**config.mk**
```make
export PLATFORM = sky130hd
export DESIGN_NAME = iar_ctrl
export DESIGN_NICKNAME = d
export VERILOG_FILES = /design/src/verilog/iar_pkg.sv /design/src/verilog/iar_ctrl.sv
export SDC_FILE = /design/constraint.sdc
export NUM_CORES = 1
export LEC_CHECK = 0
export BUFFER_PORTS_ARGS = -buffer_cell sky130_fd_sc_hd__buf_2
export CORE_MARGIN = 10
export CORE_UTILIZATION = 45
export CTS_BUF_LIST = sky130_fd_sc_hd__clkbuf_4 sky130_fd_sc_hd__clkbuf_8 sky130_fd_sc_hd__clkbuf_16
export DETAILED_ROUTE_END_ITERATION = 10
export GPL_TIMING_DRIVEN = 0
export PLACE_DENSITY = 0.75
export SLEW_MARGIN = 15
export SYNTH_ARGS = -nofsm -noshare
export SYNTH_HDL_FRONTEND = slang
export SYNTH_SLANG_ARGS = --single-unit
export TNS_END_PERCENT = 20
```
**constraint.sdc**
```tcl
create_clock -name clk -period 3.05 [get_ports clk]
set_input_delay 0.61 -clock clk [delete_from_list [all_inputs] [get_ports clk]]
set_output_delay 0.61 -clock clk [all_outputs]
set_load 0.02 [all_outputs]
```
**src/verilog/iar_pkg.sv**
```systemverilog
package iar_pkg;

  // Register byte offsets on the APB.
  localparam logic [7:0] ADDR_PSW  = 8'h00;
  localparam logic [7:0] ADDR_IMR  = 8'h04;
  localparam logic [7:0] ADDR_AVR  = 8'h08;
  localparam logic [7:0] ADDR_ICR  = 8'h0C;
  localparam logic [7:0] ADDR_STAT = 8'h10;
  localparam logic [7:0] ADDR_MSK  = 8'h14;
  localparam logic [7:0] ADDR_LAST = 8'h18;

  // Reset values.
  localparam logic [2:0]  PSW_RST = 3'h7;
  localparam logic [6:0]  IMR_RST = 7'h7F;
  localparam logic [7:0]  AVR_RST = 8'h01;
  localparam logic [15:0] ICR_RST = 16'h0000;
  localparam logic [3:0]  MSK_RST = 4'h0;

  // Field positions.
  localparam int AVR_BLK_BIT  = 0;
  localparam int AVR_EN_LSB   = 1;
  localparam int ICR_AUTOVECTOR_ENABLE_BIT = 3;
  localparam int ICR_VEC_LSB  = 8;
  localparam int LAST_VEC_LSB = 8;
  localparam int LAST_ST_LSB  = 4;

  // Sticky event bits of the status register.
  localparam int EV_TAKE = 0;
  localparam int EV_NMI  = 1;
  localparam int EV_ACK  = 2;
  localparam int EV_AUTO = 3;
  localparam int NUM_EV  = 4;

  // Acknowledge cycle encodings.
  localparam logic [1:0]  TT_ACK      = 2'h3;
  localparam logic [26:0] ACK_ADDR_HI = 27'h7FFFFFF;
  localparam logic [1:0]  ACK_ADDR_LO = 2'h0;
  localparam logic [7:0]  AUTOVECTOR_ENABLE_BASE   = 8'h18;
  localparam logic [2:0]  LVL_NMI     = 3'h7;

  typedef enum logic [2:0] {
    ST_IDLE = 3'b000,
    ST_PEND = 3'b001,
    ST_ADDR = 3'b010,
    ST_WAIT = 3'b011,
    ST_HNDL = 3'b100
  } iar_state_t;

  // External acknowledge bus outputs.
  typedef struct packed {
    logic        address_strobe_n;
    logic        read;
    logic [1:0]  transfer_type;
    logic [2:0]  transfer_modifier;
    logic [31:0] addr;
  } iar_ackbus_t;

  // Interrupt handed to the core.
  typedef struct packed {
    logic       take;
    logic [2:0] level;
    logic [7:0] vector;
  } iar_take_t;

endpackage : iar_pkg

```
**src/verilog/iar_ctrl.sv**
```systemverilog
// The implementer's own choices: the address map and the APB interface to the registers.
`timescale 1ns/1ps
module iar_ctrl (
  input  wire logic               clk,
  input  wire logic               sys_rst,
  input  wire logic               psel,
  input  wire logic               penable,
  input  wire logic               pwrite,
  input  wire logic [7:0]         paddr,
  input  wire logic [31:0]        pwdata,
  output logic [31:0]             prdata,
  output logic                    pready,
  output logic                    pslverr,
  input  wire logic [2:0]         irq_request_lines_n,
  input  wire logic               transfer_acknowledge_n,
  input  wire logic [7:0]         bus_data_hi,
  input  wire logic               int_src_req,
  input  wire logic               instr_boundary,
  input  wire logic               higher_exc_pending,
  input  wire logic               handler_done,
  output iar_pkg::iar_ackbus_t    ack_bus,
  output iar_pkg::iar_take_t      core_take,
  output logic [2:0]              processor_status_word,
  output logic                    irq
);

  // Synchronisers for pins that come from outside the clock domain.
  logic [2:0] irq_s1_q, irq_s2_q, irq_s3_q;
  logic       ta_s1_q, ta_s2_q, ta_s3_q;
  logic [7:0] dat_s1_q, dat_s2_q, dat_s3_q;

  // Control and register state.
  iar_pkg::iar_state_t  st_q, st_d;
  iar_pkg::iar_ackbus_t bus_q, bus_d;
  iar_pkg::iar_take_t   tk_q, tk_d;
  logic [2:0]  lvl_q, lvl_d, ipl_q, ipl_d, cur_q, cur_d;
  logic [6:0]  imr_q, imr_d;
  logic [7:0]  avr_q, avr_d, vec_q, vec_d;
  logic [15:0] icr_q, icr_d;
  logic [3:0]  stat_q, stat_d, msk_q, msk_d;
  logic [31:0] prdata_q, prdata_d;
  logic        nmi_q, nmi_d, cur_int_q, cur_int_d, pready_q, pready_d, pslverr_q, pslverr_d, irq_q, irq_d;

  // Combinational helpers.
  logic        ta_seen, ext7, ext_ok, int_ok, cand, cand_int, acc, wr, rd_done;
  logic [2:0]  cand_lvl, int_lvl;
  logic [3:0]  ev;

  // A level from 1 to 6 passes when not masked in the mask register.
  function automatic logic lvl_unmasked(input logic [2:0] l, input logic [6:0] m);
    logic r;
    r = 1'b0;
    if (l == iar_pkg::LVL_NMI)
      r = 1'b1;
    else if (l != 3'h0)
      r = ~m[l - 3'h1];
    return r;
  endfunction : lvl_unmasked

  // Autovector number for a level.
  function automatic logic [7:0] autovector_enable(input logic [2:0] l);
    return iar_pkg::AUTOVECTOR_ENABLE_BASE + {5'h00, l};
  endfunction : autovector_enable

  // Autovector enable of a level; level 0 has no enable bit and never indexes below the field.
  function automatic logic autovector_enable_en(input logic [2:0] l, input logic [7:0] a);
    return (l != 3'h0) && a[iar_pkg::AVR_EN_LSB + l - 1];
  endfunction : autovector_enable_en

  // Request arbitration between the external pins and the internal source.
  always_comb
  begin
    int_lvl  = icr_q[2:0];
    ta_seen  = (ta_s2_q == ta_s3_q) && !ta_s3_q;
    ext7     = nmi_q || (lvl_q == iar_pkg::LVL_NMI && ipl_q != iar_pkg::LVL_NMI);
    ext_ok   = lvl_unmasked(lvl_q, imr_q) && (lvl_q > ipl_q);
    int_ok   = int_src_req && (int_lvl != 3'h0) && (int_lvl > ipl_q);
    cand     = 1'b0;
    cand_int = 1'b0;
    cand_lvl = 3'h0;
    if (ext7)
    begin
      cand     = 1'b1;
      cand_lvl = iar_pkg::LVL_NMI;
    end
    else if (int_ok && (!ext_ok || int_lvl > lvl_q))
    begin
      cand     = 1'b1;
      cand_int = 1'b1;
      cand_lvl = int_lvl;
    end
    else if (ext_ok && lvl_q != iar_pkg::LVL_NMI)
    begin
      cand     = 1'b1;
      cand_lvl = lvl_q;
    end
  end

  // Next-state logic for the whole block.
  always_comb
  begin
    st_d      = st_q;
    bus_d     = bus_q;
    tk_d      = tk_q;
    tk_d.take = 1'b0;
    lvl_d     = lvl_q;
    nmi_d     = nmi_q;
    ipl_d     = ipl_q;
    imr_d     = imr_q;
    avr_d     = avr_q;
    icr_d     = icr_q;
    msk_d     = msk_q;
    cur_d     = cur_q;
    cur_int_d = cur_int_q;
    vec_d     = vec_q;
    ev        = 4'h0;
    acc       = psel && penable;
    wr        = acc && pready_q && pwrite;
    rd_done   = acc && pready_q && !pwrite;

    // The filtered level moves only once two samples agree.
    if (irq_s2_q == irq_s3_q)
    begin
      lvl_d = ~irq_s3_q;
      if (lvl_d == iar_pkg::LVL_NMI && lvl_q != iar_pkg::LVL_NMI)
      begin
        nmi_d = 1'b1;
        ev[iar_pkg::EV_NMI] = 1'b1;
      end
    end

    // Software writes land first so that hardware updates override them.
    if (wr)
    begin
      if (paddr == iar_pkg::ADDR_PSW)
        ipl_d = pwdata[2:0];
      else if (paddr == iar_pkg::ADDR_IMR)
        imr_d = pwdata[6:0];
      else if (paddr == iar_pkg::ADDR_AVR)
        avr_d = pwdata[7:0];
      else if (paddr == iar_pkg::ADDR_ICR)
        icr_d = pwdata[15:0];
      else if (paddr == iar_pkg::ADDR_MSK)
        msk_d = pwdata[3:0];
    end

    // A handler leaving with level 7 still held puts the mask back to 7.
    if (handler_done && lvl_q == iar_pkg::LVL_NMI && ipl_q < iar_pkg::LVL_NMI)
      ipl_d = iar_pkg::LVL_NMI;

    case (st_q)
      iar_pkg::ST_IDLE:
      begin
        if (cand)
          st_d = iar_pkg::ST_PEND;
      end
      iar_pkg::ST_PEND:
      begin
        // A request dropped before the take is simply forgotten.
        if (!cand)
          st_d = iar_pkg::ST_IDLE;
        else if (instr_boundary && !higher_exc_pending)
        begin
          cur_d     = cand_lvl;
          cur_int_d = cand_int;
          ipl_d     = cand_lvl;
          if (!cand_int && cand_lvl == iar_pkg::LVL_NMI && nmi_d && !ev[iar_pkg::EV_NMI])
            nmi_d = 1'b0;
          // Internal sources and blocked external autovectors take at once, with no bus cycle.
          if (cand_int || (autovector_enable_en(cand_lvl, avr_q) && avr_q[iar_pkg::AVR_BLK_BIT]))
          begin
            ev[iar_pkg::EV_AUTO] = !cand_int || icr_q[iar_pkg::ICR_AUTOVECTOR_ENABLE_BIT];
            vec_d = ev[iar_pkg::EV_AUTO] ? autovector_enable(cand_lvl) : icr_q[iar_pkg::ICR_VEC_LSB +: 8];
            tk_d  = '{take: 1'b1, level: cand_lvl, vector: vec_d};
            ev[iar_pkg::EV_TAKE] = 1'b1;
            st_d  = iar_pkg::ST_HNDL;
          end
          else
          begin
            // Address and qualifiers settle one cycle before the strobe.
            bus_d.read              = 1'b1;
            bus_d.transfer_type     = iar_pkg::TT_ACK;
            bus_d.transfer_modifier = cand_lvl;
            bus_d.addr = {iar_pkg::ACK_ADDR_HI, cand_lvl, iar_pkg::ACK_ADDR_LO};
            st_d = iar_pkg::ST_ADDR;
          end
        end
      end
      iar_pkg::ST_ADDR:
      begin
        bus_d.address_strobe_n = 1'b0;
        st_d = iar_pkg::ST_WAIT;
      end
      iar_pkg::ST_WAIT:
      begin
        // No timeout here: a cycle nobody acknowledges hangs the block.
        if (ta_seen)
        begin
          bus_d.address_strobe_n = 1'b1;
          bus_d.read             = 1'b0;
          bus_d.transfer_type    = 2'h0;
          bus_d.transfer_modifier = 3'h0;
          bus_d.addr             = 32'h0000_0000;
          ev[iar_pkg::EV_AUTO] = autovector_enable_en(cur_q, avr_q);
          vec_d = ev[iar_pkg::EV_AUTO] ? autovector_enable(cur_q) : dat_s3_q;
          tk_d  = '{take: 1'b1, level: cur_q, vector: vec_d};
          ev[iar_pkg::EV_TAKE] = 1'b1;
          ev[iar_pkg::EV_ACK]  = 1'b1;
          st_d  = iar_pkg::ST_HNDL;
        end
      end
      iar_pkg::ST_HNDL:
      begin
        // One handler instruction must retire before the next take.
        if (instr_boundary)
          st_d = iar_pkg::ST_IDLE;
      end
      default:
        st_d = iar_pkg::ST_IDLE;
    endcase

    // Sticky events: a read clears only what it returned, and a new set wins.
    stat_d = stat_q | ev;
    if (rd_done && paddr == iar_pkg::ADDR_STAT)
      stat_d = (stat_q & ~prdata_q[3:0]) | ev;
    irq_d = |(stat_d & msk_d);

    // One wait state: data and ready are prepared in the first access cycle.
    pready_d  = acc && !pready_q;
    pslverr_d = 1'b0;
    prdata_d  = prdata_q;
    if (acc && !pready_q)
    begin
      prdata_d = 32'h0000_0000;
      if (paddr == iar_pkg::ADDR_PSW)
        prdata_d[2:0] = ipl_q;
      else if (paddr == iar_pkg::ADDR_IMR)
        prdata_d[6:0] = imr_q;
      else if (paddr == iar_pkg::ADDR_AVR)
        prdata_d[7:0] = avr_q;
      else if (paddr == iar_pkg::ADDR_ICR)
        prdata_d[15:0] = icr_q;
      else if (paddr == iar_pkg::ADDR_STAT)
        prdata_d[3:0] = stat_q;
      else if (paddr == iar_pkg::ADDR_MSK)
        prdata_d[3:0] = msk_q;
      else if (paddr == iar_pkg::ADDR_LAST)
        prdata_d = {16'h0000, vec_q, 1'b0, st_q, cur_int_q, cur_q};
      else
        pslverr_d = 1'b1;
    end
  end

  // All state registers; all but the synchronisers reset synchronously.
  always_ff @(posedge clk)
  begin
    irq_s1_q <= irq_request_lines_n;
    irq_s2_q <= irq_s1_q;
    irq_s3_q <= irq_s2_q;
    ta_s1_q  <= transfer_acknowledge_n;
    ta_s2_q  <= ta_s1_q;
    ta_s3_q  <= ta_s2_q;
    dat_s1_q <= bus_data_hi;
    dat_s2_q <= dat_s1_q;
    dat_s3_q <= dat_s2_q;
    if (sys_rst)
    begin
      st_q      <= iar_pkg::ST_IDLE;
      bus_q     <= '{address_strobe_n: 1'b1, default: '0};
      tk_q      <= '0;
      lvl_q     <= 3'h0;
      nmi_q     <= 1'b0;
      ipl_q     <= iar_pkg::PSW_RST;
      imr_q     <= iar_pkg::IMR_RST;
      avr_q     <= iar_pkg::AVR_RST;
      icr_q     <= iar_pkg::ICR_RST;
      stat_q    <= 4'h0;
      msk_q     <= iar_pkg::MSK_RST;
      cur_q     <= 3'h0;
      cur_int_q <= 1'b0;
      vec_q     <= 8'h00;
      prdata_q  <= 32'h0000_0000;
      pready_q  <= 1'b0;
      pslverr_q <= 1'b0;
      irq_q     <= 1'b0;
    end
    else
    begin
      st_q      <= st_d;
      bus_q     <= bus_d;
      tk_q      <= tk_d;
      lvl_q     <= lvl_d;
      nmi_q     <= nmi_d;
      ipl_q     <= ipl_d;
      imr_q     <= imr_d;
      avr_q     <= avr_d;
      icr_q     <= icr_d;
      stat_q    <= stat_d;
      msk_q     <= msk_d;
      cur_q     <= cur_d;
      cur_int_q <= cur_int_d;
      vec_q     <= vec_d;
      prdata_q  <= prdata_d;
      pready_q  <= pready_d;
      pslverr_q <= pslverr_d;
      irq_q     <= irq_d;
    end
  end

  // Outputs come straight from registers.
  assign prdata                = prdata_q;
  assign pready                = pready_q;
  assign pslverr               = pslverr_q;
  assign ack_bus               = bus_q;
  assign core_take             = tk_q;
  assign processor_status_word = ipl_q;
  assign irq                   = irq_q;

endmodule : iar_ctrl

```
# After elaboration in Yosys (flattened, before gate mapping)

Cells that the tools add are included.

Register bits: 183
Latch bits: 0
Memory bits (writable): 0
Memory bits (read-only): 0
Bits of input ports: 61
Word-level logic and storage cells: 234
Memories kept: 0

Add/sub/neg operators: 7
Multipliers: 0
Div/mod/pow operators: 0
Order comparisons: 7
Equality and inequality tests: 25
Shifts and indexed selects: 0
Multiplexer cells: 99
Bitwise logic cells: 11
Reduce and logical (&&, ||, !) cells: 52

Operator list:

| operator                                             | count |
|---|---|
| 2-to-1 mux 32 bit                                    | 7 |
| 2-to-1 mux 28 bit                                    | 7 |
| 2-to-1 mux 38 bit                                    | 3 |
| case mux 38 bit (2 select lines)                     | 1 |
| < comparator 32 x 4 -> 1 bit (second input constant) | 2 |
| 2-to-1 mux 8 bit                                     | 7 |
| 2-to-1 mux 12 bit                                    | 4 |
| 2-to-1 mux 16 bit                                    | 3 |
| 2-to-1 mux 3 bit                                     | 16 |
| 2-to-1 mux 39 bit                                    | 1 |
| 2-to-1 mux 4 bit                                     | 9 |
| 2-to-1 mux 29 bit                                    | 1 |
| 2-to-1 mux 1 bit                                     | 27 |
| 2-to-1 mux 25 bit                                    | 1 |
| equality test 8 x 5 -> 1 bit (second input constant) | 3 |
| 2-to-1 mux 24 bit                                    | 1 |
| case mux 12 bit (2 select lines)                     | 1 |
| logical AND 1 bit                                    | 23 |
| equality test 8 x 4 -> 1 bit (second input constant) | 2 |
| case mux 8 bit (2 select lines)                      | 1 |
| case mux 3 bit (5 select lines)                      | 1 |
| AND reduction 5 bit                                  | 3 |
| inequality test 2 bit (second input constant)        | 7 |
| adder 5 x 3 -> 6 bit (first input constant)          | 2 |
| other kinds (33)                                     | 68 |

# Logic depth before layout (Yosys ltp)

Gate-level depths: netlist of the first run.

Depth after elaboration: 27
Gate-level depth with buffers: 14
Depth with buffers taken out: 12

# Worst setup path after synthesis of the first run

OpenSTA, ideal clock, no wires.

Path kind: register -> register
From: register lvl_q[0]
To: register bus_q (netlist bit ack_bus[32])
Library setup time: 0.092 ns
Arrival time: 3.127 ns
Slack: -0.169 ns
Cell stages (with the launch flop): 13
Buffers on the path: 0
Period minus slack after synthesis: 3.219 ns
Cells stage by stage: dfxtp_1 > inv_1 > ha_1 > mux2i_1 > a211o_2 > a32o_2 > a211o_2 > nand3_1 > nand3_1 > and4_1 > a31o_1 > or4b_4 > o32ai_1

Word-level cells in the longest chain between the ends: 21
Elaborated cells between the ends (all ways): 41
Classes of those cells: add/sub (3); order compare (2); eq/ne (4); mux (18); bitwise (1); reduce/logical (13)

Ends and longest elaborated chain:

| what                                   | line            | text |
|---|---|---|
| from (decl)                            | iar_ctrl.sv:36  | `logic [2:0] lvl_q, lvl_d, ipl_q, ipl_d, cur_q, cur_d;` |
| from (signal assigned)                 | iar_ctrl.sv:292 | `lvl_q <= lvl_d;` |
| subtractor 3 x 1 -> 3 bit              | iar_ctrl.sv:56  | `r = ~m[l - 3'h1];` |
| binary-select mux 1 bit (select 3 bit) | iar_ctrl.sv:56  |  |
| 2-to-1 mux 1 bit (not written as such) | iar_ctrl.sv:56  |  |
| NOT 1 bit                              | iar_ctrl.sv:56  |  |
| 2-to-1 mux 1 bit                       | iar_ctrl.sv:55  | `else if (l != 3'h0)` |
| 2-to-1 mux 1 bit                       | iar_ctrl.sv:53  | `if (l == iar_pkg::LVL_NMI)` |
| logical AND 1 bit                      | iar_ctrl.sv:76  | `ext_ok = lvl_unmasked(lvl_q, imr_q) && (lvl_q > ipl_q);` |
| zero test 1 bit                        | iar_ctrl.sv:86  | `else if (int_ok && (!ext_ok \|\| int_lvl > lvl_q))` |
| [5 not listed]                         | n/a             |  |
| subtractor 4 x 1 -> 5 bit              | iar_ctrl.sv:67  | `return (l != 3'h0) && a[iar_pkg::AVR_EN_LSB + l - 1];` |
| binary-select mux 1 bit (select 3 bit) | iar_ctrl.sv:67  |  |
| 2-to-1 mux 1 bit (not written as such) | iar_ctrl.sv:67  |  |
| logical AND 1 bit                      | iar_ctrl.sv:67  |  |
| logical AND 1 bit                      | iar_ctrl.sv:170 | `if (cand_int \|\| (autovector_enable_en(cand_lvl, avr_q) && avr_q[iar_pkg::AVR_BLK_BIT]))` |
| logical OR 1 bit                       | iar_ctrl.sv:170 |  |
| inequality test 2 bit (no source line) | n/a             |  |
| AND reduction 5 bit (no source line)   | n/a             |  |
| to (signal assigned)                   | iar_ctrl.sv:290 | `bus_q <= bus_d;` |
| to (decl)                              | iar_ctrl.sv:34  | `iar_pkg::iar_ackbus_t bus_q, bus_d;` |

Parallel ways exist; a longest one is shown, timed or not. The select of a mux whose other input is x is not followed.
A chain may end at the register's enable or synchronous reset.

# Worst setup path after layout of the first run

From: register lvl_q[1]
To: register vec_q[5]

Word-level cells in the longest chain between the ends: 21
Elaborated cells between the ends (all ways): 45
Classes of those cells: add/sub (4); order compare (2); eq/ne (4); mux (19); bitwise (1); reduce/logical (15)

Ends and longest elaborated chain:

| what                                   | line            | text |
|---|---|---|
| subtractor 3 x 1 -> 3 bit              | iar_ctrl.sv:56  |  |
| binary-select mux 1 bit (select 3 bit) | iar_ctrl.sv:56  |  |
| 2-to-1 mux 1 bit (not written as such) | iar_ctrl.sv:56  |  |
| NOT 1 bit                              | iar_ctrl.sv:56  |  |
| 2-to-1 mux 1 bit                       | iar_ctrl.sv:55  |  |
| 2-to-1 mux 1 bit                       | iar_ctrl.sv:53  |  |
| logical AND 1 bit                      | iar_ctrl.sv:76  |  |
| zero test 1 bit                        | iar_ctrl.sv:86  |  |
| [5 not listed]                         | n/a             |  |
| subtractor 4 x 1 -> 5 bit              | iar_ctrl.sv:67  |  |
| binary-select mux 1 bit (select 3 bit) | iar_ctrl.sv:67  |  |
| 2-to-1 mux 1 bit (not written as such) | iar_ctrl.sv:67  |  |
| logical AND 1 bit                      | iar_ctrl.sv:67  |  |
| logical AND 1 bit                      | iar_ctrl.sv:170 |  |
| logical OR 1 bit                       | iar_ctrl.sv:170 |  |
| inequality test 2 bit (no source line) | n/a             |  |
| AND reduction 5 bit (no source line)   | n/a             |  |
| to (signal assigned)                   | iar_ctrl.sv:302 | `vec_q <= vec_d;` |
| to (decl)                              | iar_ctrl.sv:38  | `logic [7:0] avr_q, avr_d, vec_q, vec_d;` |

Parallel ways exist; a longest one is shown, timed or not. The select of a mux whose other input is x is not followed.

==> results of run 1 <==
## worst reg2reg max path: stages, from the launching register on
cell      delay [ns]
dfxtp_4         0.38
inv_4           0.05
ha_4            0.26
mux2i_1         0.13
a211o_2         0.32
a32o_2          0.29
buf_4           0.15
a211oi_2        0.41
o21ai_0         0.18
nand3_1         0.16
nand3_2         0.20
nand3_4         0.18
nor2_4          0.06
buf_4           0.20
a22o_1          0.23
## final timing paths
kind	start	to	slack, ns
max reg2reg	lvl_q[1]	vec_q[5]	-0.23
min reg2reg	dat_s1_q[3]	dat_s2_q[3]	0.32
max	lvl_q[1]	vec_q[5]	-0.23
min	transfer_acknowledge_n	ta_s1_q	0.29
## state kept, by name (all words and copies together) (netlist names), 3 cells and up
| name | flops |
|---|---|
| st_q | 3 |
| processor_status_word | 3 |
| vec_q | 8 |
| prdata | 16 |
| dat_s1_q | 8 |
| dat_s3_q | 8 |
| irq_s2_q | 3 |
| ack_bus | 5 |
| stat_q | 4 |
| icr_q | 16 |
| lvl_q | 3 |
| avr_q | 8 |
| cur_q | 3 |
| irq_s1_q | 3 |
| imr_q | 7 |
| msk_q | 4 |
| core_take | 12 |
| irq_s3_q | 3 |
| dat_s2_q | 8 |
## cell usage in the layout (no fill, tap or decap), types with 13 or more instances in the layout
cell	instances
buf_4	70
nor2_1	70
dfxtp_1	127
inv_1	13
a22oi_1	18
buf_2	115
nand2_1	76
a21oi_1	53
nand3_1	29
clkbuf_1	23
clkbuf_16	17
a22o_1	18
conb_1	18
## power by group
part           internal, mW  switching, mW  leakage [nW]  total [mW]
Sequential             1.77         0.0176          1.09        1.79
Combinational         0.111          0.167          2.02       0.278
Clock                  1.30          0.787         0.291        2.09
Total                  3.18          0.971          3.40        4.15
## area by class of cell
cell class,instances,share of cell area
Sequential cell,133,0.343
Buffer,80,0.0649
Clock inverter,14,0.0224
Clock buffer,18,0.0554
Timing Repair Buffer,134,0.0919
Multi-Input combinational cell,464,0.387
Tap cell,172,0.0275
Inverter,16,0.00833
## layer usage
metal  vias up  track usage
li1       2711            -
met1      2598        0.252
met2       326        0.289
met3        42       0.0797
met4         0       0.0659
met5         -            0
## per-stage QoR
stage          setup TNS (ns)  area, um2  std cells  hold slack [ns]
2_1_floorplan               0       6020        693            0.310
3_3_place_gp           -13.96       6810        980            0.310
3_5_place_dp           -14.40       6820        980            0.312
4_1_cts                -0.981       7720       1026            0.273
5_1_grt                 -6.28       7810       1031            0.267
6_report                -3.81       7810       1031            0.285
## what timing repair did
item,CTS,global route
setup endpoints to repair,28,30
buffers inserted,14,5
hold endpoints to repair,0,0
resized for setup,39,15
pin swaps,18,8
## cell families after synthesis
| group | share of synthesized area |
|---|---|
| muxes | 0.0264 |
| other | 0.000634 |
| DFF | 0.450 |
| xor gates and xnor gates | 0.00592 |
| AOI/OAI and AO/OA | 0.202 |
| and+or+nand+nor | 0.196 |
| buffers and inverters | 0.0937 |
| adders and majority gates | 0.0254 |
==> results.sh, run 1 <==
export IMPL_cts_buffer_depth=2
export IMPL_status="complete, but fails checks"
export IMPL_synth_flop_cell="dfxtp_1"
export IMPL_synth_edf_count=0
export IMPL_cap_violations=0
export IMPL_critPathBufInv=3
export IMPL_multi_input_area_um2=3020
export IMPL_ys_warn_count=0
export IMPL_area_growth_pct=32.1
export IMPL_tightest_slew_ns=1.04
export IMPL_seq_area_frac_synth=0.450
export IMPL_vias=5677
export IMPL_ys_top_cells_by_area="dfxtp_1 45%, buf_4 6.5%, nand2_1 4.9%"
export IMPL_dr_wl_met2_um=7950
export IMPL_dieArea_um2=18100
export IMPL_syn_inst=676
export IMPL_synth_cell_area_um2=5920
export IMPL_violations="setup timing"
export IMPL_fin_nets=919
export IMPL_final_max_slew_viol_count=0
export IMPL_first_global_vias=5321
export IMPL_htreeDepth=4
export IMPL_r2r_cells=14
export IMPL_min_period_ns=3.28
export IMPL_cts_buffers=17
export IMPL_crit_arrival_ns=3.60
export IMPL_hp_class="input port to register"
export IMPL_startpoint_type="register"
export IMPL_power_leakage_nw=3.40
export IMPL_worst_slack_ns=-0.230
export IMPL_post_route_util=0.614
export IMPL_slew_headroom=0.307
export IMPL_top_layer="met4"
export IMPL_ir_worst_vdd_uv=407
export IMPL_wl_per_cell_um=17.7
export IMPL_rsz0062_at_grt="yes"
export IMPL_worst_path_max_delay_cell="a211oi_2"
export IMPL_vias_per_cell=5.51
export IMPL_die_w_um=135
export IMPL_crit_chain="inv_4, ha_4, mux2i_1, a211o_2, a32o_2, buf_4, a211oi_2, o21ai_0, nand3_1, nand3_2, nand3_4, nor2_4, buf_4, a22o_1"
export IMPL_yosysTopAreaCellShare=0.450
export IMPL_ys_types=58
export IMPL_grt_max_degree=32
export IMPL_synth_most_common_cell="dfxtp_1"
export IMPL_drive_gt1_frac=0.324
export IMPL_num_rows=41
export IMPL_cp_depth=14
export IMPL_grt_overflow=0
export IMPL_power_mw=4.15
export IMPL_synth_largest_area_cell="dfxtp_1"
export IMPL_timing_final_crit_share=1.08
export IMPL_skew_ns=0.0122
export IMPL_cellPowerDensity_nw_per_um2=532
export IMPL_port_buffers=115
export IMPL_synthTopCellsByCount="133 x dfxtp_1, 78 x nand2_1, 71 x nor2_1, 55 x a21oi_1, 51 x buf_4"
export IMPL_wirelength_met1_um=7660
export IMPL_ys_ff_latch=133
export IMPL_cp_required_ns=3.37
export IMPL_criticalPathCategory="register to register"
export IMPL_fmax_mhz=305
export IMPL_diodes=0
export IMPL_cts_tree="built"
export IMPL_globalRouteTotalUtil=0.196
export IMPL_antenna_found_initial=0
export IMPL_root_buffer="clkbuf_16"
export IMPL_start_util=0.465
export IMPL_seq_area_um2=2680
export IMPL_fp_coreArea_um2=12700
export IMPL_dr_pass1_iters=6
export IMPL_antenna_left=0
export IMPL_hold_violations=0
export IMPL_syn_avg_cell_area_um2=8.75
export IMPL_path_clk_slew_ns=0.06
export IMPL_cts_sinks=133
export IMPL_hpwl_um=13400
export IMPL_path_delay_family="compound AO/OA/AOI/OAI gates"
export IMPL_clkLatencyLatePin_ns=0.43
export IMPL_io_pins=150
export IMPL_holdBufCountCts=0
export IMPL_gp_congestion=0.920
export IMPL_end_kind="register"
export IMPL_nFillCells=1085
export IMPL_async_flop_share=0
export IMPL_grt_pass1_wl_um=28300
export IMPL_cpMostUsedCell="buf_4"
export IMPL_remaining_drc_errors=0
export IMPL_preCtsSetupSlack_ns=-0.534
export IMPL_min_path_cells=1
export IMPL_setup_violations=26
export IMPL_dr_wl_met3_um=2240
export IMPL_drt_iter0_drc=670
export IMPL_die_h_um=135
export IMPL_cp_max_fo=10
export IMPL_wirelength_um=18200
export IMPL_slowest_delay_ns=0.41
(Power assumes the default switching activity.)
==> run 2: changes to the inputs <==
CORE_ASPECT_RATIO = 1.25   (was unset)
==> run 2 against run 1 <==
Effect of this change:
- setup slack better by 0.010 ns
- combinational power is 4% higher
- clock-buffer cell count is 3 higher
- design area is 0.24% higher
- critical path depth is 2 lower
- the run still ends with setup timing left
- flip-flop and latch count stayed put
- hold slack worse by 0.0045 ns
- critical endpoint is now ack_bus[33]
- largest power group unchanged
- first-iteration DRC count is 14% lower
==> results.sh, run 2 (same netlist as run 1, synthesis figures left out) <==
export IMPL_cts_sinks=133
export IMPL_remaining_drc_errors=0
export IMPL_dp_cells=976
export IMPL_place_area_um2=6820
export IMPL_final_setup_tns_ns=-3.95
export IMPL_mostFrequentLayoutCell="dfxtp_1"
export IMPL_multi_input_area_um2=3020
export IMPL_vias_per_cell=5.50
export IMPL_die_w_um=123
export IMPL_power_mw=4.10
export IMPL_final_max_slew_viol_count=0
export IMPL_cts_tree="built"
export IMPL_startpoint_type="register"
export IMPL_first_global_vias=5590
export IMPL_vias=5651
export IMPL_clockPowerShare=0.493
export IMPL_port_buffers=115
export IMPL_min_period_ns=3.27
export IMPL_clkLatencyLatePin_ns=0.43
export IMPL_globalRouteTotalUtil=0.206
export IMPL_wirelength_um=18800
export IMPL_tightest_slew_ns=0.923
export IMPL_grt_max_degree=32
export IMPL_num_rows=46
export IMPL_hpwl_um=13800
export IMPL_hold_violations=0
export IMPL_cap_violations=0
export IMPL_diodes=0
export IMPL_combPwrFrac=0.070
export IMPL_drive_gt1_frac=0.326
export IMPL_cp_max_fo=5
export IMPL_final_cell_mix="125 x dfxtp_1, 115 x buf_2, 75 x nand2_1"
export IMPL_fp_coreArea_um2=12800
export IMPL_skew_ns=0.00968
export IMPL_seq_area_um2=2680
export IMPL_dr_pass1_iters=6
export IMPL_cts_buffers=17
export IMPL_antenna_left=0
export IMPL_rsz0062_at_grt="yes"
export IMPL_fmax_mhz=306
export IMPL_fin_nets=920
export IMPL_ir_worst_vdd_uv=521
export IMPL_start_util=0.463
export IMPL_root_buffer="clkbuf_16"
export IMPL_drt_iter0_drc=579
export IMPL_hp_class="input port to register"
export IMPL_cellPowerDensity_nw_per_um2=523
export IMPL_criticalPathCategory="register to register"
export IMPL_htreeDepth=4
export IMPL_worst_slack_ns=-0.220
export IMPL_antenna_found_initial=0
export IMPL_area_growth_pct=32.4
export IMPL_min_path_cells=1
export IMPL_r2r_cells=12
export IMPL_cp_required_ns=3.39
export IMPL_slew_headroom=0.384
export IMPL_wl_per_cell_um=18.3
export IMPL_cts_buffer_depth=2
export IMPL_grt_overflow=0
export IMPL_swShare=0.234
export IMPL_dieArea_um2=18200
export IMPL_timing_final_crit_share=1.07
export IMPL_gp_congestion=0.923
export IMPL_status="complete, but fails checks"
export IMPL_holdBufCountCts=0
export IMPL_power_leakage_nw=3.40
export IMPL_io_pins=150
export IMPL_die_h_um=148
export IMPL_path_clk_slew_ns=0.06
export IMPL_final_cells=1028
export IMPL_p_switching_mw=0.959
export IMPL_violations="setup timing"
export IMPL_fin_area_um2=7830
export IMPL_nFillCells=1150
export IMPL_setup_violations=28
export IMPL_crit_arrival_ns=3.61
export IMPL_internal_power_mw=3.14
export IMPL_p_seq_frac=0.437
export IMPL_end_kind="register"
export IMPL_grt_pass1_wl_um=29400
run 2: cell count changes in the layout (fill, tap and decap cells not counted), moves of 2 or more:
cell,previous run,this run
buf_4,70,67
dfxtp_1,127,125
clkbuf_4,1,3
buf_6,2,4
inv_6,4,1
run 2: power groups by stage:
stage	clock network [mW]	registers (mW)	logic, mW
after floorplan	0	1.83	0.152
after global placement	0	1.83	0.236
after detailed placement	0	1.83	0.239
after CTS	2.03	1.79	0.273
after global routing	2.11	1.79	0.311
final	2.02	1.79	0.288
run 2: final timing paths:
path,start,to,slack [ns]
max,lvl_q[1],ack_bus[33],-0.22
min,bus_data_hi[5],dat_s1_q[5],0.28
max reg2reg,lvl_q[1],ack_bus[33],-0.22
min reg2reg,dat_s2_q[4],dat_s3_q[4],0.32
run 2: repair_timing:
item,in CTS,in global routing
hold endpoints to repair,0,0
gates cloned,1,0
pin swaps,18,16
resized for setup,42,18
buffers inserted,16,3
setup endpoints to repair,28,42
run 2: area by class of cell:
class                           instances  share of cell area
Multi-Input combinational cell        464               0.386
Sequential cell                       133               0.343
Tap cell                              168              0.0268
Timing Repair Buffer                  135              0.0952
Buffer                                 80              0.0657
Clock buffer                           21              0.0590
Inverter                               16             0.00831
Clock inverter                         11              0.0163
run 2: worst max-delay path: stages (launching register included):
cell	delay (ns)
dfxtp_4	0.38
inv_4	0.05
ha_4	0.25
mux2i_1	0.12
a211o_2	0.32
a32o_2	0.32
a21oi_4	0.23
a221o_1	0.32
nand3_2	0.12
and4_1	0.20
a31o_1	0.21
or4b_4	0.55
o32ai_2	0.11
run 2: metrics by stage:
stage          hold slack, ns   util  worst slack [ns]
2_1_floorplan           0.310      -           0.00277
3_3_place_gp            0.310  0.533            -0.537
3_5_place_dp            0.312  0.533            -0.568
4_1_cts                 0.272  0.604            -0.168
5_1_grt                 0.270  0.613            -0.309
6_report                0.281  0.613            -0.220
run 2: per-layer routing:
metal / part of all wire / GRT usage / up-vias / wire length, um
li1: - / - / 2707 / -
met1: 0.38 / 0.228 / 2630 / 7190
met2: 0.50 / 0.358 / 255 / 9490
met3: 0.075 / 0.0527 / 59 / 1410
met4: 0.040 / 0.0974 / 0 / 744
met5: 0 / 0 / - / 0
==> run 3: changes to the inputs <==
CORE_ASPECT_RATIO = 1.4   (was 1.25)
==> run 3 against run 2 <==
Effect of this change:
- the flow still finishes with violations (setup timing)
- routed wire length grew 2.6%
- final cell count is 2.1% lower
- via count is 3.0% higher
- combinational power is 3% lower
- critical path type unchanged
- global-route usage grew 0.34 points
- largest cell class unchanged
- clock skew down 0.00083 ns
- core utilization down 1.5 points
==> results.sh, run 3 (same netlist as run 1, synthesis figures left out) <==
export IMPL_status="complete, but fails checks"
export IMPL_violations="setup timing"
export IMPL_place_area_um2=6790
export IMPL_criticalPathCategory="register to register"
export IMPL_hpwl_um=14000
export IMPL_io_pins=150
export IMPL_skew_ns=0.00884
export IMPL_vias_per_cell=5.79
export IMPL_wirelength_um=19300
export IMPL_start_util=0.459
export IMPL_hold_violations=0
export IMPL_num_rows=49
export IMPL_setup_violations=23
export IMPL_tightest_slew_ns=1.10
export IMPL_min_path_cells=1
export IMPL_clkLatencyLatePin_ns=0.42
export IMPL_dr_wl_met2_um=10000
export IMPL_final_cell_mix="126 x dfxtp_1, 115 x buf_2, 76 x nand2_1"
export IMPL_top_layer="met4"
export IMPL_fp_coreArea_um2=12900
export IMPL_startpoint_type="register"
export IMPL_fin_area_um2=7700
export IMPL_mostFrequentLayoutCell="dfxtp_1"
export IMPL_path_clk_slew_ns=0.05
export IMPL_fin_nets=915
export IMPL_end_kind="register"
export IMPL_cp_max_fo=5
export IMPL_r2r_cells=12
export IMPL_r2r_end="ack_bus[33]"
export IMPL_cts_tree="built"
export IMPL_die_h_um=156
export IMPL_crit_arrival_ns=3.57
export IMPL_fmax_mhz=308
export IMPL_slew_headroom=0.259
export IMPL_antenna_found_initial=0
export IMPL_cts_buffers=17
export IMPL_hp_class="input port to register"
export IMPL_drt_iter0_drc=475
export IMPL_grt_overflow=0
export IMPL_dp_cells=961
export IMPL_remaining_drc_errors=0
export IMPL_grt_pass1_wl_um=29600
export IMPL_cts_buffer_depth=2
export IMPL_die_w_um=117
export IMPL_cp_required_ns=3.38
export IMPL_root_buffer="clkbuf_16"
export IMPL_final_max_slew_viol_count=0
export IMPL_wl_per_cell_um=19.2
export IMPL_r2r_slack_ns=-0.19
export IMPL_final_cells=1006
export IMPL_final_setup_tns_ns=-2.98
export IMPL_rsz0062_at_grt="yes"
export IMPL_port_buffers=115
export IMPL_wirelength_met1_um=6870
export IMPL_r2r_start="lvl_q[1]"
export IMPL_dr_pass1_iters=5
export IMPL_area_growth_pct=30.2
export IMPL_first_global_vias=5699
export IMPL_worst_slack_ns=-0.192
export IMPL_power_leakage_nw=3.35
export IMPL_globalRouteTotalUtil=0.209
export IMPL_htreeDepth=4
export IMPL_ir_worst_vdd_uv=496
export IMPL_timing_final_crit_share=1.06
export IMPL_diodes=0
export IMPL_drive_gt1_frac=0.315
export IMPL_min_period_ns=3.24
export IMPL_hold_start="bus_data_hi[6]"
export IMPL_grt_max_degree=32
export IMPL_cellPowerDensity_nw_per_um2=523
export IMPL_hold_end="dat_s1_q[6]"
export IMPL_cap_violations=0
export IMPL_dieArea_um2=18200
export IMPL_vias=5820
export IMPL_cts_sinks=133
export IMPL_gp_congestion=0.919
export IMPL_antenna_left=0
export IMPL_dr_wl_met3_um=1400
-- run 3: layer usage --
layer / global-route usage / vias up
met5: 0 / -
met4: 0.128 / 0
met3: 0.0539 / 85
met2: 0.366 / 322
met1: 0.217 / 2713
li1: - / 2700
-- run 3: what timing repair did --
action | 4_1_cts | 5_1_grt
buffers inserted | 11 | 4
resized for setup | 40 | 11
hold buffers | 0 | 0
setup endpoints to repair | 29 | 37
pin swaps | 16 | 9
-- run 3: critical path, cell delays in order (launching register included) --
cell and delay (ns):
dfxtp_4 0.39, inv_4 0.05, ha_4 0.25, mux2i_1 0.12, a211o_2 0.34, a32o_2 0.29, a21oi_4 0.21, a221o_1 0.29
nand3_2 0.14, and4_1 0.21, a31o_1 0.21, or4b_4 0.54, o32ai_2 0.11
-- run 3: through the flow --
step / total power, mW / util / hold WS, ns / setup slack (ns)
final: 4.03 / 0.598 / 0.291 / -0.192
after global placement: 2.07 / 0.527 / 0.311 / -0.574
after floorplan: 1.98 / - / 0.310 / 0.00277
after CTS: 4.03 / 0.591 / 0.281 / -0.200
after detailed placement: 2.07 / 0.527 / 0.312 / -0.685
after global routing: 4.15 / 0.598 / 0.280 / -0.386
-- run 3: area by class of cell --
class                           count  area, um2
Clock buffer                       26        524
Fill cell                        1161       5170
Inverter                           16       65.1
Clock inverter                      4       45.0
Tap cell                          153        191
Buffer                             80        510
Sequential cell                   133       2680
Multi-Input combinational cell    464       2990
Timing Repair Buffer              130        696
-- run 3: worst max-delay path by stage --
stage / startpoint / to / cells after the start
3_5_place_dp: lvl_q[2] / st_q[2] / 14
4_1_cts: lvl_q[1] / ack_bus[33] / 12
5_1_grt: processor_status_word[2] / vec_q[5] / 14
3_3_place_gp: lvl_q[2] / st_q[2] / 14
6_report: lvl_q[1] / ack_bus[33] / 12
2_1_floorplan: processor_status_word[2] / ack_bus[32] / 11
-- run 3: power breakdown --
part / switching (mW) / internal (mW) / total (mW)
Clock: 0.705 / 1.25 / 1.96
Sequential: 0.0205 / 1.77 / 1.79
Combinational: 0.170 / 0.109 / 0.279
Total: 0.896 / 3.13 / 4.03
